### config.mk
export PLATFORM = sky130hd
export DESIGN_NAME = cio_line_ctrl
export DESIGN_NICKNAME = d
export VERILOG_FILES = /design/src/include/cio_pkg.sv /design/src/hdl/cio_line_ctrl.sv
export SDC_FILE = /design/constraint.sdc
export NUM_CORES = 1
export LEC_CHECK = 0
export ABC_AREA = 1
export ABC_CLOCK_PERIOD_IN_PS = 4300
export CAP_MARGIN = 20
export CORE_UTILIZATION = 45
export CTS_CLUSTER_DIAMETER = 30
export DETAILED_ROUTE_END_ITERATION = 8
export DONT_BUFFER_PORTS = 1
export GPL_TIMING_DRIVEN = 0
export PLACE_DENSITY = 0.57
export SLEW_MARGIN = 20
export SYNTH_ARGS = -nofsm -noshare
export SYNTH_HDL_FRONTEND = slang
export SYNTH_SLANG_ARGS = --single-unit
### constraint.sdc
create_clock -name hclk -period 4.3 [get_ports hclk]
set_clock_uncertainty 0.05 [all_clocks]
set_input_delay 0.215 -clock hclk [delete_from_list [all_inputs] [get_ports hclk]]
set_output_delay 0.215 -clock hclk [all_outputs]
set_load 0.01 [all_outputs]
### src/include/cio_pkg.sv
// Purpose: Shared constants and types for the camera I/O line control block
// Assumes: 20 MHz hclk, AHB-Lite register access, 32-bit words
// Notes: Offsets are byte addresses of aligned words
package cio_pkg;

	// Line counts
	localparam int NUM_IN = 4;
	localparam int NUM_OUT = 2;

	// Register byte offsets
	localparam logic [7:0] OFS_OUT0_CFG = 8'h00;
	localparam logic [7:0] OFS_OUT1_CFG = 8'h04;
	localparam logic [7:0] OFS_IN_CFG = 8'h08;
	localparam logic [7:0] OFS_GLITCH = 8'h0C;
	localparam logic [7:0] OFS_STATUS = 8'h10;

	// Output config field positions
	localparam int SEL_LSB = 0;
	localparam int SEL_W = 4;
	localparam int FLIP_BIT = 8;
	localparam int HOST_BIT = 12;
	localparam int DIR_BIT = 16;

	// Status field positions
	localparam int STAT_IN_LSB = 0;
	localparam int STAT_OUT_LSB = 8;
	localparam int STAT_OE_LSB = 16;

	// Reset values
	localparam logic [31:0] RST_OUT_CFG = 32'h0000_0000;
	localparam logic [NUM_IN-1:0] RST_IN_FLIP = 4'h0;
	localparam logic [15:0] RST_GLITCH_US = 16'h000A;

	// Timing
	localparam int CLK_PERIOD_NS = 50;
	localparam int NS_PER_US = 1000;
	localparam int CYC_PER_US = (NS_PER_US + CLK_PERIOD_NS - 1) / CLK_PERIOD_NS;
	localparam int PULSE_TIME_NS = 1000;
	localparam int PULSE_CYCLES = (PULSE_TIME_NS + CLK_PERIOD_NS - 1) / CLK_PERIOD_NS;
	localparam logic [4:0] SUB_LAST = 5'(CYC_PER_US - 1);
	localparam logic [4:0] PULSE_LOAD = 5'(PULSE_CYCLES);

	// Output drive sources
	typedef enum logic [3:0] {
		SRC_OFF = 4'h0,
		SRC_CAPTURE_BEGIN = 4'h1,
		SRC_CAPTURE_FINISH = 4'h2,
		SRC_BLUE_BEGIN = 4'h3,
		SRC_RED_BEGIN = 4'h4,
		SRC_GREEN_BEGIN = 4'h5,
		SRC_IR_BEGIN = 4'h6,
		SRC_BLUE_FINISH = 4'h7,
		SRC_RED_FINISH = 4'h8,
		SRC_GREEN_FINISH = 4'h9,
		SRC_IR_FINISH = 4'hA,
		SRC_ROW_ONE = 4'hB,
		SRC_ROW_TWO = 4'hC,
		SRC_ROW_THREE = 4'hD,
		SRC_HOST = 4'hE
	} cio_src_t;

endpackage

### src/hdl/cio_line_ctrl.sv
// Purpose: Input glitch filtering and output drive selection for camera I/O lines
// Assumes: Event inputs are one-cycle pulses on hclk, row levels are on hclk
// Notes: AHB-Lite slave with zero wait states, always OKAY
// Functional notes
// - An input change is accepted only after the new level has lasted the programmed filter time in microseconds.
// - Each output line has a selector choosing a level source, an event pulse source or a host-held value.
// - With the off source selected the line is not driven and its enable stays low.
// - The capture-begin pulse source emits one pulse per capture begin event.
// - The capture-finish pulse source emits one pulse per capture finish event.
// - Four exposure-begin pulse sources exist, one each for blue, red, green and infrared rows.
// - Four exposure-finish pulse sources exist, one each for blue, red, green and infrared rows.
// - The row one level source follows the whole exposure of row one, blue in forward scan.
// - The row two level source follows the whole exposure of row two, red in forward scan.
// - The row three level source follows the whole exposure of row three, green in forward scan.
// - Each input and output line has an optional polarity inversion bit.
// - The host source makes the output follow a software-written bit.
//
// Our own choices: the placing of the registers and the AHB-Lite register port.
`timescale 1ns/1ns
`default_nettype none

module cio_line_ctrl
	import cio_pkg::*;
(
	// Clock and reset
	input wire logic hclk,
	input wire logic hresetn,
	// AHB-Lite slave
	input wire logic hsel,
	input wire logic [31:0] haddr,
	input wire logic [1:0] htrans,
	input wire logic hwrite,
	input wire logic [2:0] hsize,
	input wire logic [31:0] hwdata,
	input wire logic hready,
	output logic hreadyout,
	output logic hresp,
	output logic [31:0] hrdata,
	// Camera events and levels
	input wire logic capture_begin_event,
	input wire logic capture_finish_event,
	input wire logic [3:0] expose_begin_event,
	input wire logic [3:0] expose_finish_event,
	input wire logic [2:0] row_exposing,
	// Input line pins and filtered result
	input wire logic [NUM_IN-1:0] line_in_pin,
	output logic [NUM_IN-1:0] line_in_level,
	// Output line pins
	output logic [NUM_OUT-1:0] line_out_pin,
	output logic [NUM_OUT-1:0] line_out_oe
);

	// Field decoding shared by the mux and the checks
	function automatic cio_src_t src_of(input logic [31:0] cfg);
		src_of = cio_src_t'(cfg[SEL_LSB +: SEL_W]);
	endfunction

	function automatic logic pulse_src(input cio_src_t s);
		pulse_src = (s >= SRC_CAPTURE_BEGIN) && (s <= SRC_IR_FINISH);
	endfunction

	// Register state
	logic [31:0] out_cfg [NUM_OUT];
	logic [NUM_IN-1:0] in_flip;
	logic [15:0] glitch_us;
	logic [31:0] next_out_cfg [NUM_OUT];
	logic [NUM_IN-1:0] next_in_flip;
	logic [15:0] next_glitch_us;

	// Bus data-phase state
	logic wr_pend;
	logic [7:0] wr_addr;
	logic [31:0] next_hrdata;
	logic next_wr_pend;
	logic [7:0] next_wr_addr;
	logic addr_ok;

	// Input filter state
	logic [NUM_IN-1:0] sync1;
	logic [NUM_IN-1:0] sync2;
	logic [NUM_IN-1:0] sync3;
	logic [NUM_IN-1:0] filt;
	logic [4:0] sub_cnt [NUM_IN];
	logic [15:0] us_cnt [NUM_IN];
	logic [NUM_IN-1:0] next_filt;
	logic [4:0] next_sub_cnt [NUM_IN];
	logic [15:0] next_us_cnt [NUM_IN];

	// Output state
	logic [4:0] pulse_cnt [NUM_OUT];
	logic [4:0] next_pulse_cnt [NUM_OUT];
	logic [NUM_OUT-1:0] next_line_out;
	logic [NUM_OUT-1:0] next_line_oe;
	logic [NUM_OUT-1:0] trig;

	// Zero wait state, always OKAY
	assign hreadyout = 1'b1;
	assign hresp = 1'b0;
	assign addr_ok = hsel && htrans[1] && hready;

	// Bus decode and register writes
	always_comb begin
		next_out_cfg = out_cfg;
		next_in_flip = in_flip;
		next_glitch_us = glitch_us;
		next_wr_pend = addr_ok && hwrite;
		next_wr_addr = haddr[7:0];
		next_hrdata = hrdata;
		if (wr_pend) begin
			unique case (wr_addr)
				OFS_OUT0_CFG: next_out_cfg[0] = hwdata;
				OFS_OUT1_CFG: next_out_cfg[1] = hwdata;
				OFS_IN_CFG: next_in_flip = hwdata[NUM_IN-1:0];
				OFS_GLITCH: next_glitch_us = hwdata[15:0];
				default: ;
			endcase
		end
		if (addr_ok && !hwrite) begin
			next_hrdata = 32'h0000_0000;
			unique case (haddr[7:0])
				OFS_OUT0_CFG: next_hrdata = out_cfg[0];
				OFS_OUT1_CFG: next_hrdata = out_cfg[1];
				OFS_IN_CFG: next_hrdata[NUM_IN-1:0] = in_flip;
				OFS_GLITCH: next_hrdata[15:0] = glitch_us;
				OFS_STATUS: begin
					next_hrdata[STAT_IN_LSB +: NUM_IN] = line_in_level;
					next_hrdata[STAT_OUT_LSB +: NUM_OUT] = line_out_pin;
					next_hrdata[STAT_OE_LSB +: NUM_OUT] = line_out_oe;
				end
				default: ;
			endcase
		end
	end

	// Bus registers
	always_ff @(posedge hclk or negedge hresetn) begin
		if (!hresetn) begin
			out_cfg[0] <= RST_OUT_CFG;
			out_cfg[1] <= RST_OUT_CFG;
			in_flip <= RST_IN_FLIP;
			glitch_us <= RST_GLITCH_US;
			wr_pend <= 1'b0;
			wr_addr <= 8'h00;
			hrdata <= 32'h0000_0000;
		end else begin
			out_cfg <= next_out_cfg;
			in_flip <= next_in_flip;
			glitch_us <= next_glitch_us;
			wr_pend <= next_wr_pend;
			wr_addr <= next_wr_addr;
			hrdata <= next_hrdata;
		end
	end

	// Glitch filter: count whole microseconds of a steady new level
	always_comb begin
		next_filt = filt;
		next_sub_cnt = sub_cnt;
		next_us_cnt = us_cnt;
		for (int i = 0; i < NUM_IN; i++) begin
			if (sync3[i] != sync2[i] || sync3[i] == filt[i]) begin
				next_sub_cnt[i] = 5'h00;
				next_us_cnt[i] = 16'h0000;
			end else if (us_cnt[i] >= glitch_us) begin
				next_filt[i] = sync3[i];
				next_sub_cnt[i] = 5'h00;
				next_us_cnt[i] = 16'h0000;
			end else if (sub_cnt[i] == SUB_LAST) begin
				next_sub_cnt[i] = 5'h00;
				next_us_cnt[i] = us_cnt[i] + 16'h0001;
			end else begin
				next_sub_cnt[i] = sub_cnt[i] + 5'h01;
			end
		end
	end

	// Pin synchroniser and filter registers
	always_ff @(posedge hclk or negedge hresetn) begin
		if (!hresetn) begin
			sync1 <= '0;
			sync2 <= '0;
			sync3 <= '0;
			filt <= '0;
			line_in_level <= RST_IN_FLIP;
			for (int i = 0; i < NUM_IN; i++) begin
				sub_cnt[i] <= 5'h00;
				us_cnt[i] <= 16'h0000;
			end
		end else begin
			sync1 <= line_in_pin;
			sync2 <= sync1;
			sync3 <= sync2;
			filt <= next_filt;
			line_in_level <= next_filt ^ next_in_flip;
			sub_cnt <= next_sub_cnt;
			us_cnt <= next_us_cnt;
		end
	end

	// Source selection, pulse stretching and drive
	always_comb begin
		next_pulse_cnt = pulse_cnt;
		next_line_out = '0;
		next_line_oe = '0;
		trig = '0;
		for (int o = 0; o < NUM_OUT; o++) begin
			logic lvl;
			lvl = 1'b0;
			unique case (src_of(out_cfg[o]))
				SRC_CAPTURE_BEGIN: trig[o] = capture_begin_event;
				SRC_CAPTURE_FINISH: trig[o] = capture_finish_event;
				SRC_BLUE_BEGIN: trig[o] = expose_begin_event[0];
				SRC_RED_BEGIN: trig[o] = expose_begin_event[1];
				SRC_GREEN_BEGIN: trig[o] = expose_begin_event[2];
				SRC_IR_BEGIN: trig[o] = expose_begin_event[3];
				SRC_BLUE_FINISH: trig[o] = expose_finish_event[0];
				SRC_RED_FINISH: trig[o] = expose_finish_event[1];
				SRC_GREEN_FINISH: trig[o] = expose_finish_event[2];
				SRC_IR_FINISH: trig[o] = expose_finish_event[3];
				SRC_ROW_ONE: lvl = row_exposing[0];
				SRC_ROW_TWO: lvl = row_exposing[1];
				SRC_ROW_THREE: lvl = row_exposing[2];
				SRC_HOST: lvl = out_cfg[o][HOST_BIT];
				default: lvl = 1'b0;
			endcase
			// Fixed-width pulse, restarted by a new event
			if (!pulse_src(src_of(out_cfg[o])) || !out_cfg[o][DIR_BIT]) begin
				next_pulse_cnt[o] = 5'h00;
			end else if (trig[o]) begin
				next_pulse_cnt[o] = PULSE_LOAD;
			end else if (pulse_cnt[o] != 5'h00) begin
				next_pulse_cnt[o] = pulse_cnt[o] - 5'h01;
			end
			if (pulse_src(src_of(out_cfg[o]))) begin
				lvl = (next_pulse_cnt[o] != 5'h00);
			end
			next_line_oe[o] = out_cfg[o][DIR_BIT] && (src_of(out_cfg[o]) != SRC_OFF);
			next_line_out[o] = next_line_oe[o] && (lvl ^ out_cfg[o][FLIP_BIT]);
		end
	end

	// Output registers
	always_ff @(posedge hclk or negedge hresetn) begin
		if (!hresetn) begin
			pulse_cnt[0] <= 5'h00;
			pulse_cnt[1] <= 5'h00;
			line_out_pin <= '0;
			line_out_oe <= '0;
		end else begin
			pulse_cnt <= next_pulse_cnt;
			line_out_pin <= next_line_out;
			line_out_oe <= next_line_oe;
		end
	end

	// Checks on output 0 and input 0, plus the off check on output 1
	wire cio_src_t sel0 = src_of(out_cfg[0]);
	wire logic dir0 = out_cfg[0][DIR_BIT];
	wire logic flip0 = out_cfg[0][FLIP_BIT];

	off_no_drive_a: assert property (@(posedge hclk) disable iff (!hresetn)
		(sel0 == SRC_OFF) |=> !line_out_oe[0])
		else $error("line driven while source is off");

	dir_gates_a: assert property (@(posedge hclk) disable iff (!hresetn)
		!dir0 |=> !line_out_oe[0] && !line_out_pin[0])
		else $error("line driven while direction is input");

	host_level_a: assert property (@(posedge hclk) disable iff (!hresetn)
		(sel0 == SRC_HOST && dir0) |=> line_out_pin[0] == ($past(out_cfg[0][HOST_BIT]) ^ $past(flip0)))
		else $error("host level not driven");

	row_one_a: assert property (@(posedge hclk) disable iff (!hresetn)
		(sel0 == SRC_ROW_ONE && dir0) |=> line_out_pin[0] == ($past(row_exposing[0]) ^ $past(flip0)))
		else $error("row one level not followed");

	row_two_a: assert property (@(posedge hclk) disable iff (!hresetn)
		(sel0 == SRC_ROW_TWO && dir0) |=> line_out_pin[0] == ($past(row_exposing[1]) ^ $past(flip0)))
		else $error("row two level not followed");

	row_three_a: assert property (@(posedge hclk) disable iff (!hresetn)
		(sel0 == SRC_ROW_THREE && dir0) |=> line_out_pin[0] == ($past(row_exposing[2]) ^ $past(flip0)))
		else $error("row three level not followed");

	begin_pulse_a: assert property (@(posedge hclk) disable iff (!hresetn)
		(sel0 == SRC_CAPTURE_BEGIN && dir0 && capture_begin_event && $stable(out_cfg[0]))
		|=> (line_out_pin[0] != $past(flip0)) && pulse_cnt[0] == PULSE_LOAD)
		else $error("capture begin pulse missing");

	finish_pulse_a: assert property (@(posedge hclk) disable iff (!hresetn)
		(sel0 == SRC_CAPTURE_FINISH && dir0 && capture_finish_event)
		|=> pulse_cnt[0] == PULSE_LOAD)
		else $error("capture finish pulse missing");

	expose_begin_a: assert property (@(posedge hclk) disable iff (!hresetn)
		dir0 && ((sel0 == SRC_BLUE_BEGIN && expose_begin_event[0])
		|| (sel0 == SRC_RED_BEGIN && expose_begin_event[1])
		|| (sel0 == SRC_GREEN_BEGIN && expose_begin_event[2])
		|| (sel0 == SRC_IR_BEGIN && expose_begin_event[3]))
		|=> pulse_cnt[0] == PULSE_LOAD && line_out_pin[0] != $past(flip0))
		else $error("exposure begin pulse missing");

	expose_finish_a: assert property (@(posedge hclk) disable iff (!hresetn)
		dir0 && ((sel0 == SRC_BLUE_FINISH && expose_finish_event[0])
		|| (sel0 == SRC_RED_FINISH && expose_finish_event[1])
		|| (sel0 == SRC_GREEN_FINISH && expose_finish_event[2])
		|| (sel0 == SRC_IR_FINISH && expose_finish_event[3]))
		|=> pulse_cnt[0] == PULSE_LOAD && line_out_pin[0] != $past(flip0))
		else $error("exposure finish pulse missing");

	pulse_width_a: assert property (@(posedge hclk) disable iff (!hresetn)
		(pulse_cnt[0] == PULSE_LOAD && pulse_src(sel0) && dir0 && !trig[0]) |=> pulse_cnt[0] == PULSE_LOAD - 5'h01)
		else $error("pulse width count wrong");

	filter_hold_a: assert property (@(posedge hclk) disable iff (!hresetn)
		(filt[0] != $past(filt[0])) |-> $past(us_cnt[0] >= glitch_us) && $past(sync3[0] == sync2[0]))
		else $error("input accepted before filter time");

	filter_restart_a: assert property (@(posedge hclk) disable iff (!hresetn)
		(sync3[0] == filt[0]) |=> us_cnt[0] == 16'h0000 && sub_cnt[0] == 5'h00)
		else $error("filter timer not restarted");

	pulse_end_a: assert property (@(posedge hclk) disable iff (!hresetn)
		(pulse_cnt[0] == 5'h01 && pulse_src(sel0) && dir0 && !trig[0]) |=> pulse_cnt[0] == 5'h00 && line_out_pin[0] == $past(flip0))
		else $error("pulse did not end");

	out1_off_a: assert property (@(posedge hclk) disable iff (!hresetn)
		(src_of(out_cfg[1]) == SRC_OFF) |=> !line_out_oe[1] && !line_out_pin[1])
		else $error("line one driven while source is off");

	// Main scenarios
	host_cover_c: cover property (@(posedge hclk) disable iff (!hresetn)
		sel0 == SRC_HOST && dir0 ##1 line_out_oe[0]);
	pulse_cover_c: cover property (@(posedge hclk) disable iff (!hresetn)
		pulse_cnt[0] == PULSE_LOAD ##[1:40] pulse_cnt[0] == 5'h00);
	filter_cover_c: cover property (@(posedge hclk) disable iff (!hresetn)
		$rose(filt[0]));
	expose_cover_c: cover property (@(posedge hclk) disable iff (!hresetn)
		sel0 == SRC_IR_FINISH && dir0 && expose_finish_event[3]);
	retrigger_cover_c: cover property (@(posedge hclk) disable iff (!hresetn)
		pulse_cnt[0] != 5'h00 && pulse_cnt[0] != PULSE_LOAD ##1 pulse_cnt[0] == PULSE_LOAD);

endmodule // cio_line_ctrl

`default_nettype wire

==> results.md, run 1 <==
* Min Tclk post-route at 2.70 ns
* Leak Pwr at 0.00803 µW
* H-tree depth at 3
* # port buffers at 0
* Synth top area share at between 40 and 50%
* Worst-path clk slew at 0.04 ns
* Syn Inst Count at 1507
* Clock sinks at around 240
* Max-Cap Viols at 0
* Most frequent cells in the layout: 332 x nand2_1, 241 x dfrtp_1, 166 x inv_1
* CP required at ~4.7 ns
* Nets@finish at 1791
* Number of synthesized flops with an enable pin at 0
* Final wirelength at 33400 µm
* Post-place setup slack at between 1.5 and 2 ns
* Core box area at 27200 µm²
* Worst Max-Slew Pin Slew at approximately 1.1 ns
* Main combinational cell family by area after synthesis: simple AND/OR/NAND/NOR gates
* Gr ovfl total at 0
* Post CTS Setup Buffer Count at 0
* First-pass GRT wire length at 54000 µm
* Final Hold Viols at 243
* Die extent in x at 169 µm
* Vias per cell at 5.19
* Crit end category: register
* Post-Syn Area per Cell at 8.36 µm²
* Top cells by area, synth: dfrtp_1 48%, nand2_1 9.9%, ha_1 7.5%
* Peak supply drop at 353 µV
* Skew-Pair Late Insertion Delay at approximately 0.56 ns
* Period utilization at 62.8%
* Setup CP Type: reg -> reg
* Initial Util at 46.4%
* Row count at 60
* Arrival time of the worst setup path at 3.11 ns
* Post-synth net total at 1674
* Gr usage total at between 20% and 30%
* Crit Path Max Fanout at 10
* Synth Area in Simple Gates at 22.9%
* PD cells at 480 nW/µm²
* Slew HR at between 20 and 30%
* Post_cts resized at 0
* Failing checks: hold timing
* Hold Buf Count CTS at 48
* Yosys top cell by area: dfrtp_1
* Via Count at between 10000 and 15000
* Sequential share of the synthesized area at approximately half
* # IOs at 133
* Initial antenna violation count at 2
* Status: finished with violations
* Full die area at 28700 µm²
* HPWL Detailed at approximately 23000 µm
* Setup Total Neg Slack at 0 ns
* Final setup margin at 1.60 ns
* Drt wl/cell at between 15 and 20 µm
* CTS root buf: clkbuf_16
* Clk buf depth at 3
* Compound-Gate Fraction of Synth Area at between 10% and 20%
* Final setup violation count at 0
* Inserted Clock Buffers at 66
* CTS tree: yes
* DRC viols at 0
* Min-Delay Path Class: in -> async
* Unrepaired setup endpoints after global routing: no
* Number of global-route vias before repair at 10500
* #FFs+latches synth at 243
* Ys flop type: dfrtp_1
* Adder-cell area share of the yosys netlist at under 10%
* Synth Warn # at 0
* Slew Viols, Final at 0
* F_max at 370 MHz
* Largest net degree at the start of global routing at ~240
* Hold slack at -0.700 ns
* Post-synth ARST share at 100%
* Mapped Area at 12600 µm²
* Drt initial violations at 630
* TritonRoute pass-1 iters at 5
* Chip height at 169 µm
* Routability cong. at 0.868
* Post-synthesis xor/xnor area fraction at 4.17%
* Area Overhead vs Synth at 26.2%
* Post-synthesis mux area share at 0%
* Share of cells above drive strength 1 at 8.91%
* Netlist cell types at 45
* Routed Antenna Nets at 0
* CP startpoint kind: register
* Commonest non-fill, non-tap cell in the layout: nand2_1
logic make-up after synthesis:
group / count (synthesis)
other cells: 2
compound gates: 249
fa+ha+maj: 76
flops: 243
simple gates: 670
buf+inv: 207
xor+xnor: 60
per-layer routing:
metal,wire length (µm),part of all wire (%),GRT usage (%),vias up
li1,-,-,-,5209
met1,15000,45,30.9,5073
met2,15800,47,40.2,280
met3,1870,5.6,5.48,63
met4,761,2.3,8.34,0
met5,0,0,0,-
path summary, 6_finish.rpt:
path	from	endpoint	slack, ns	cells past startpoint
worst max-delay path	glitch_us[1]	us_cnt[50]	1.60	11
worst min-delay path	hresetn	hrdata[28]	-0.70	0
worst max register to register	glitch_us[1]	us_cnt[50]	1.60	11
worst min register to register	sync1[3]	sync2[3]	0.30	0
max in group asynchronous	hresetn	sub_cnt[10]	4.52	0
min in group hclk	expose_begin_event[0]	pulse_cnt[0]	0.03	7
through the flow:
step	area (µm²)	utilization (%)	power, µW	instances
2_1_floorplan	12600	-	2560	1507
3_3_place_gp	13100	48.1	2610	1879
3_5_place_dp	13100	48.1	2610	1879
4_1_cts	15900	58.4	7690	2044
5_1_grt	15900	58.5	7860	2046
6_report	15900	58.5	7620	2047
cell usage after synthesis, drive strengths merged (2+ instances only):
cell	n
nand2	336
dfrtp	241
inv	172
nor2	160
o21ai	125
nand3	94
a21oi	89
ha	76
nor3	47
xor2	42
clkbuf	22
nand4	18
xnor2	18
a221oi	15
buf	11
nor4	6
nor3b	5
o211ai	4
o21a	4
o22ai	4
a22oi	2
and3	2
clkinv	2
conb	2
dfstp	2
where the power goes:
group	internal, µW	switching [µW]
Combinational	79.2	112
Sequential	2360	65.2
Clock	3490	1520
Total	5930	1690
critical path, cell delays in order (launching register included):
cell and delay [ns]:
dfstp_2 0.54, inv_1 0.17, ha_1 0.37, a21oi_1 0.15
o21ai_0 0.11, nand2_1 0.08, o211ai_1 0.10, nand2_1 0.09
nand3_2 0.19, nor2_2 0.33, inv_2 0.18, nor3b_1 0.23
sequential cells by signal, indices dropped and copies added, names as in the netlist, 8 cells and up:
name       cells
us_cnt        64
out_cfg       62
hrdata        32
sub_cnt       20
glitch_us     16
pulse_cnt     10
wr_addr        8
area by class of cell:
type	count	area [µm²]
fillers	2461	11300
multi-input cells	1057	5710
inverters	174	656
plain buffers	33	149
repair buffers	49	490
flip-flops and latches	243	6080
well taps	372	465
clock buffers	85	1820
clock inverters	32	509
diodes	2	5.00
Power figures use the tool's default switching activity.
==> run 2: changes to the inputs <==
- ABC_CLOCK_PERIOD_IN_PS: 4300 -> 2700
- clock period: 4.3 -> 2.7 ns (I/O delays scaled with it)
==> results.md, run 2 (same netlist as run 1, synthesis figures left out) <==
* Status: finished with violations
* Failing checks: hold timing
* Arrival time of the worst setup path at 2.95 ns
* Core box area at 27200 µm²
* Crit Path Max Fanout at 6
* HPWL Detailed at 22900 µm
* Most frequent cells in the layout: 332 x nand2_1, 241 x dfrtp_1, 166 x inv_1
* Period utilization at 92.6%
* Full die area at 28700 µm²
* Final Hold Viols at 245
* Registers with the most flip-flops: us_cnt x64, out_cfg x62, hrdata x32
* Largest reg by FF count: us_cnt
* Met2 Use GR at 40.3%
* Row count at 60
* GRT busiest layer: met2
* Bufs and invs on worst path at 4
* Leak Pwr at 0.00810 µW
* Slew HR at roughly 29%
* # IOs at 133
* Met1 GRT Util at 31.0%
* DRC viols at 0
* Worst Max-Slew Pin Slew at 1.06 ns
* Inserted Clock Buffers at between 60 and 70
* F_max at 400 MHz
* Top cell by count, worst path: nand2_1
* Initial Util at ~46%
* CP startpoint kind: register
* Peak supply drop at ~560 µV
* Die extent in x at 169 µm
* H-tree depth at 3
* Reg2reg start: out_cfg[3]
* Nets@finish at 1804
* Number of global-route vias before repair at 10600
* Unrepaired setup endpoints after global routing: yes
* Share of cells above drive strength 1 at 9.19%
* Worst path cell trace: inv_1, nand3_1, nand2_1, dlygate4sd3_1, nand2_1, nand2_1, nor2_2, nand4_1, dlygate4sd3_1, inv_1
* Chip height at ~170 µm
* Clock sinks at between 200 and 250
* GR met3 Demand/Resource at 5.55%
* Max reg flops at 64
* Via Count at 10700
* Skew-Pair Late Insertion Delay at 0.56 ns
* Final setup violation count at 0
* Max-Cap Viols at 0
* Setup Total Neg Slack at 0 ns
* First-pass GRT wire length at 54200 µm
* Total power at 12200 µW
* Slew Viols, Final at 0
* Drt initial violations at 603
* CP delay by family, top: buffers and inverters
* Clk buf depth at 3
* # port buffers at 0
* TritonRoute pass-1 iters at 5
* PD cells at between 700 and 800 nW/µm²
* Largest net degree at the start of global routing at 244
* Min Tclk post-route at 2.50 ns
* Finished Cell Area at between 15000 and 20000 µm²
* Crit end category: register
* Placed Area at ~13000 µm²
* Min-Delay Path Class: in -> async
* Area Overhead vs Synth at 27.5%
* Crit path from: out_cfg[3]
* Routability cong. at 0.868
* Final wirelength at 33600 µm
* Drt wl/cell at 16.3 µm
* Gr usage total at 24.2%
* Final Core Density at between 50% and 60%
* CTS tree: yes
* CP peak stage delay at 0.59 ns
* CTS root buf: clkbuf_16
* Gr ovfl total at 0
* CP required at 3.15 ns
* Initial antenna violation count at 2
* Vias per cell at between 5 and 6
* Worst-path clk slew at 0.05 ns
* Hold slack at -0.778 ns
* Routed Antenna Nets at 0
* Crit path max-delay cell type: dlygate4sd3_1
* Setup CP Type: reg -> reg
* Commonest non-fill, non-tap cell in the layout: nand2_1
run 2: cell count changes in the layout (fill, tap and decap cells not counted), moves of 2 or more:
cell,change
dlygate4sd3_1,+11
nor2_1,-3
nor2_4,+4
buf_4,+2
run 2: routing by layer:
metal | wire (µm) | part of all wire (%) | vias to the layer above
li1 | - | - | 5232
met1 | 15000 | 45 | 5102
met2 | 16000 | 48 | 260
met3 | 1840 | 5.5 | 62
met4 | 739 | 2.2 | 0
met5 | 0 | 0 | -
run 2: final timing paths:
check	cells past startpoint	end	slack, ns
max	10	pulse_cnt[1]	0.20
min	0	hrdata[28]	-0.78
max reg2reg	10	pulse_cnt[1]	0.20
min reg2reg	0	sync2[3]	0.30
max in group asynchronous	0	sub_cnt[10]	3.01
min in group hclk	7	pulse_cnt[8]	-0.01
run 2: where the power goes:
part | total, µW | switching [µW] | internal (µW)
clock network | 7990 | 2430 | 5560
logic | 321 | 185 | 136
registers | 3860 | 104 | 3760
run 2: repair_timing:
item	in CTS	in global routing
buffers inserted	0	2
endpoints found under the setup margin	0	62
hold endpoints to repair	357	248
resized for setup	0	10
hold buffers	58	2
run 2: cell type report:
cell class / count / area [µm²]
Fill cell: 2441 / 11100
Antenna cell: 2 / 5.00
Buffer: 33 / 149
Clock inverter: 32 / 509
Multi-Input combinational cell: 1057 / 5750
Tap cell: 372 / 465
Timing Repair Buffer: 62 / 616
Clock buffer: 85 / 1820
Sequential cell: 243 / 6080
Inverter: 174 / 656
run 2: per-stage QoR:
stage	std cells	setup WS, ns
3_5_place_dp	1879	0.0646
6_report	2060	0.200
2_1_floorplan	1507	0.578
3_3_place_gp	1879	0.0941
5_1_grt	2059	-0.0311
4_1_cts	2054	0.0396
run 2: worst reg2reg max path: cells and delay by family (launching register included):
family	cells	cell delay [ns]
DFF	1	0.50
buffers and inverters	4	1.33
and+or+nand+nor	6	0.57
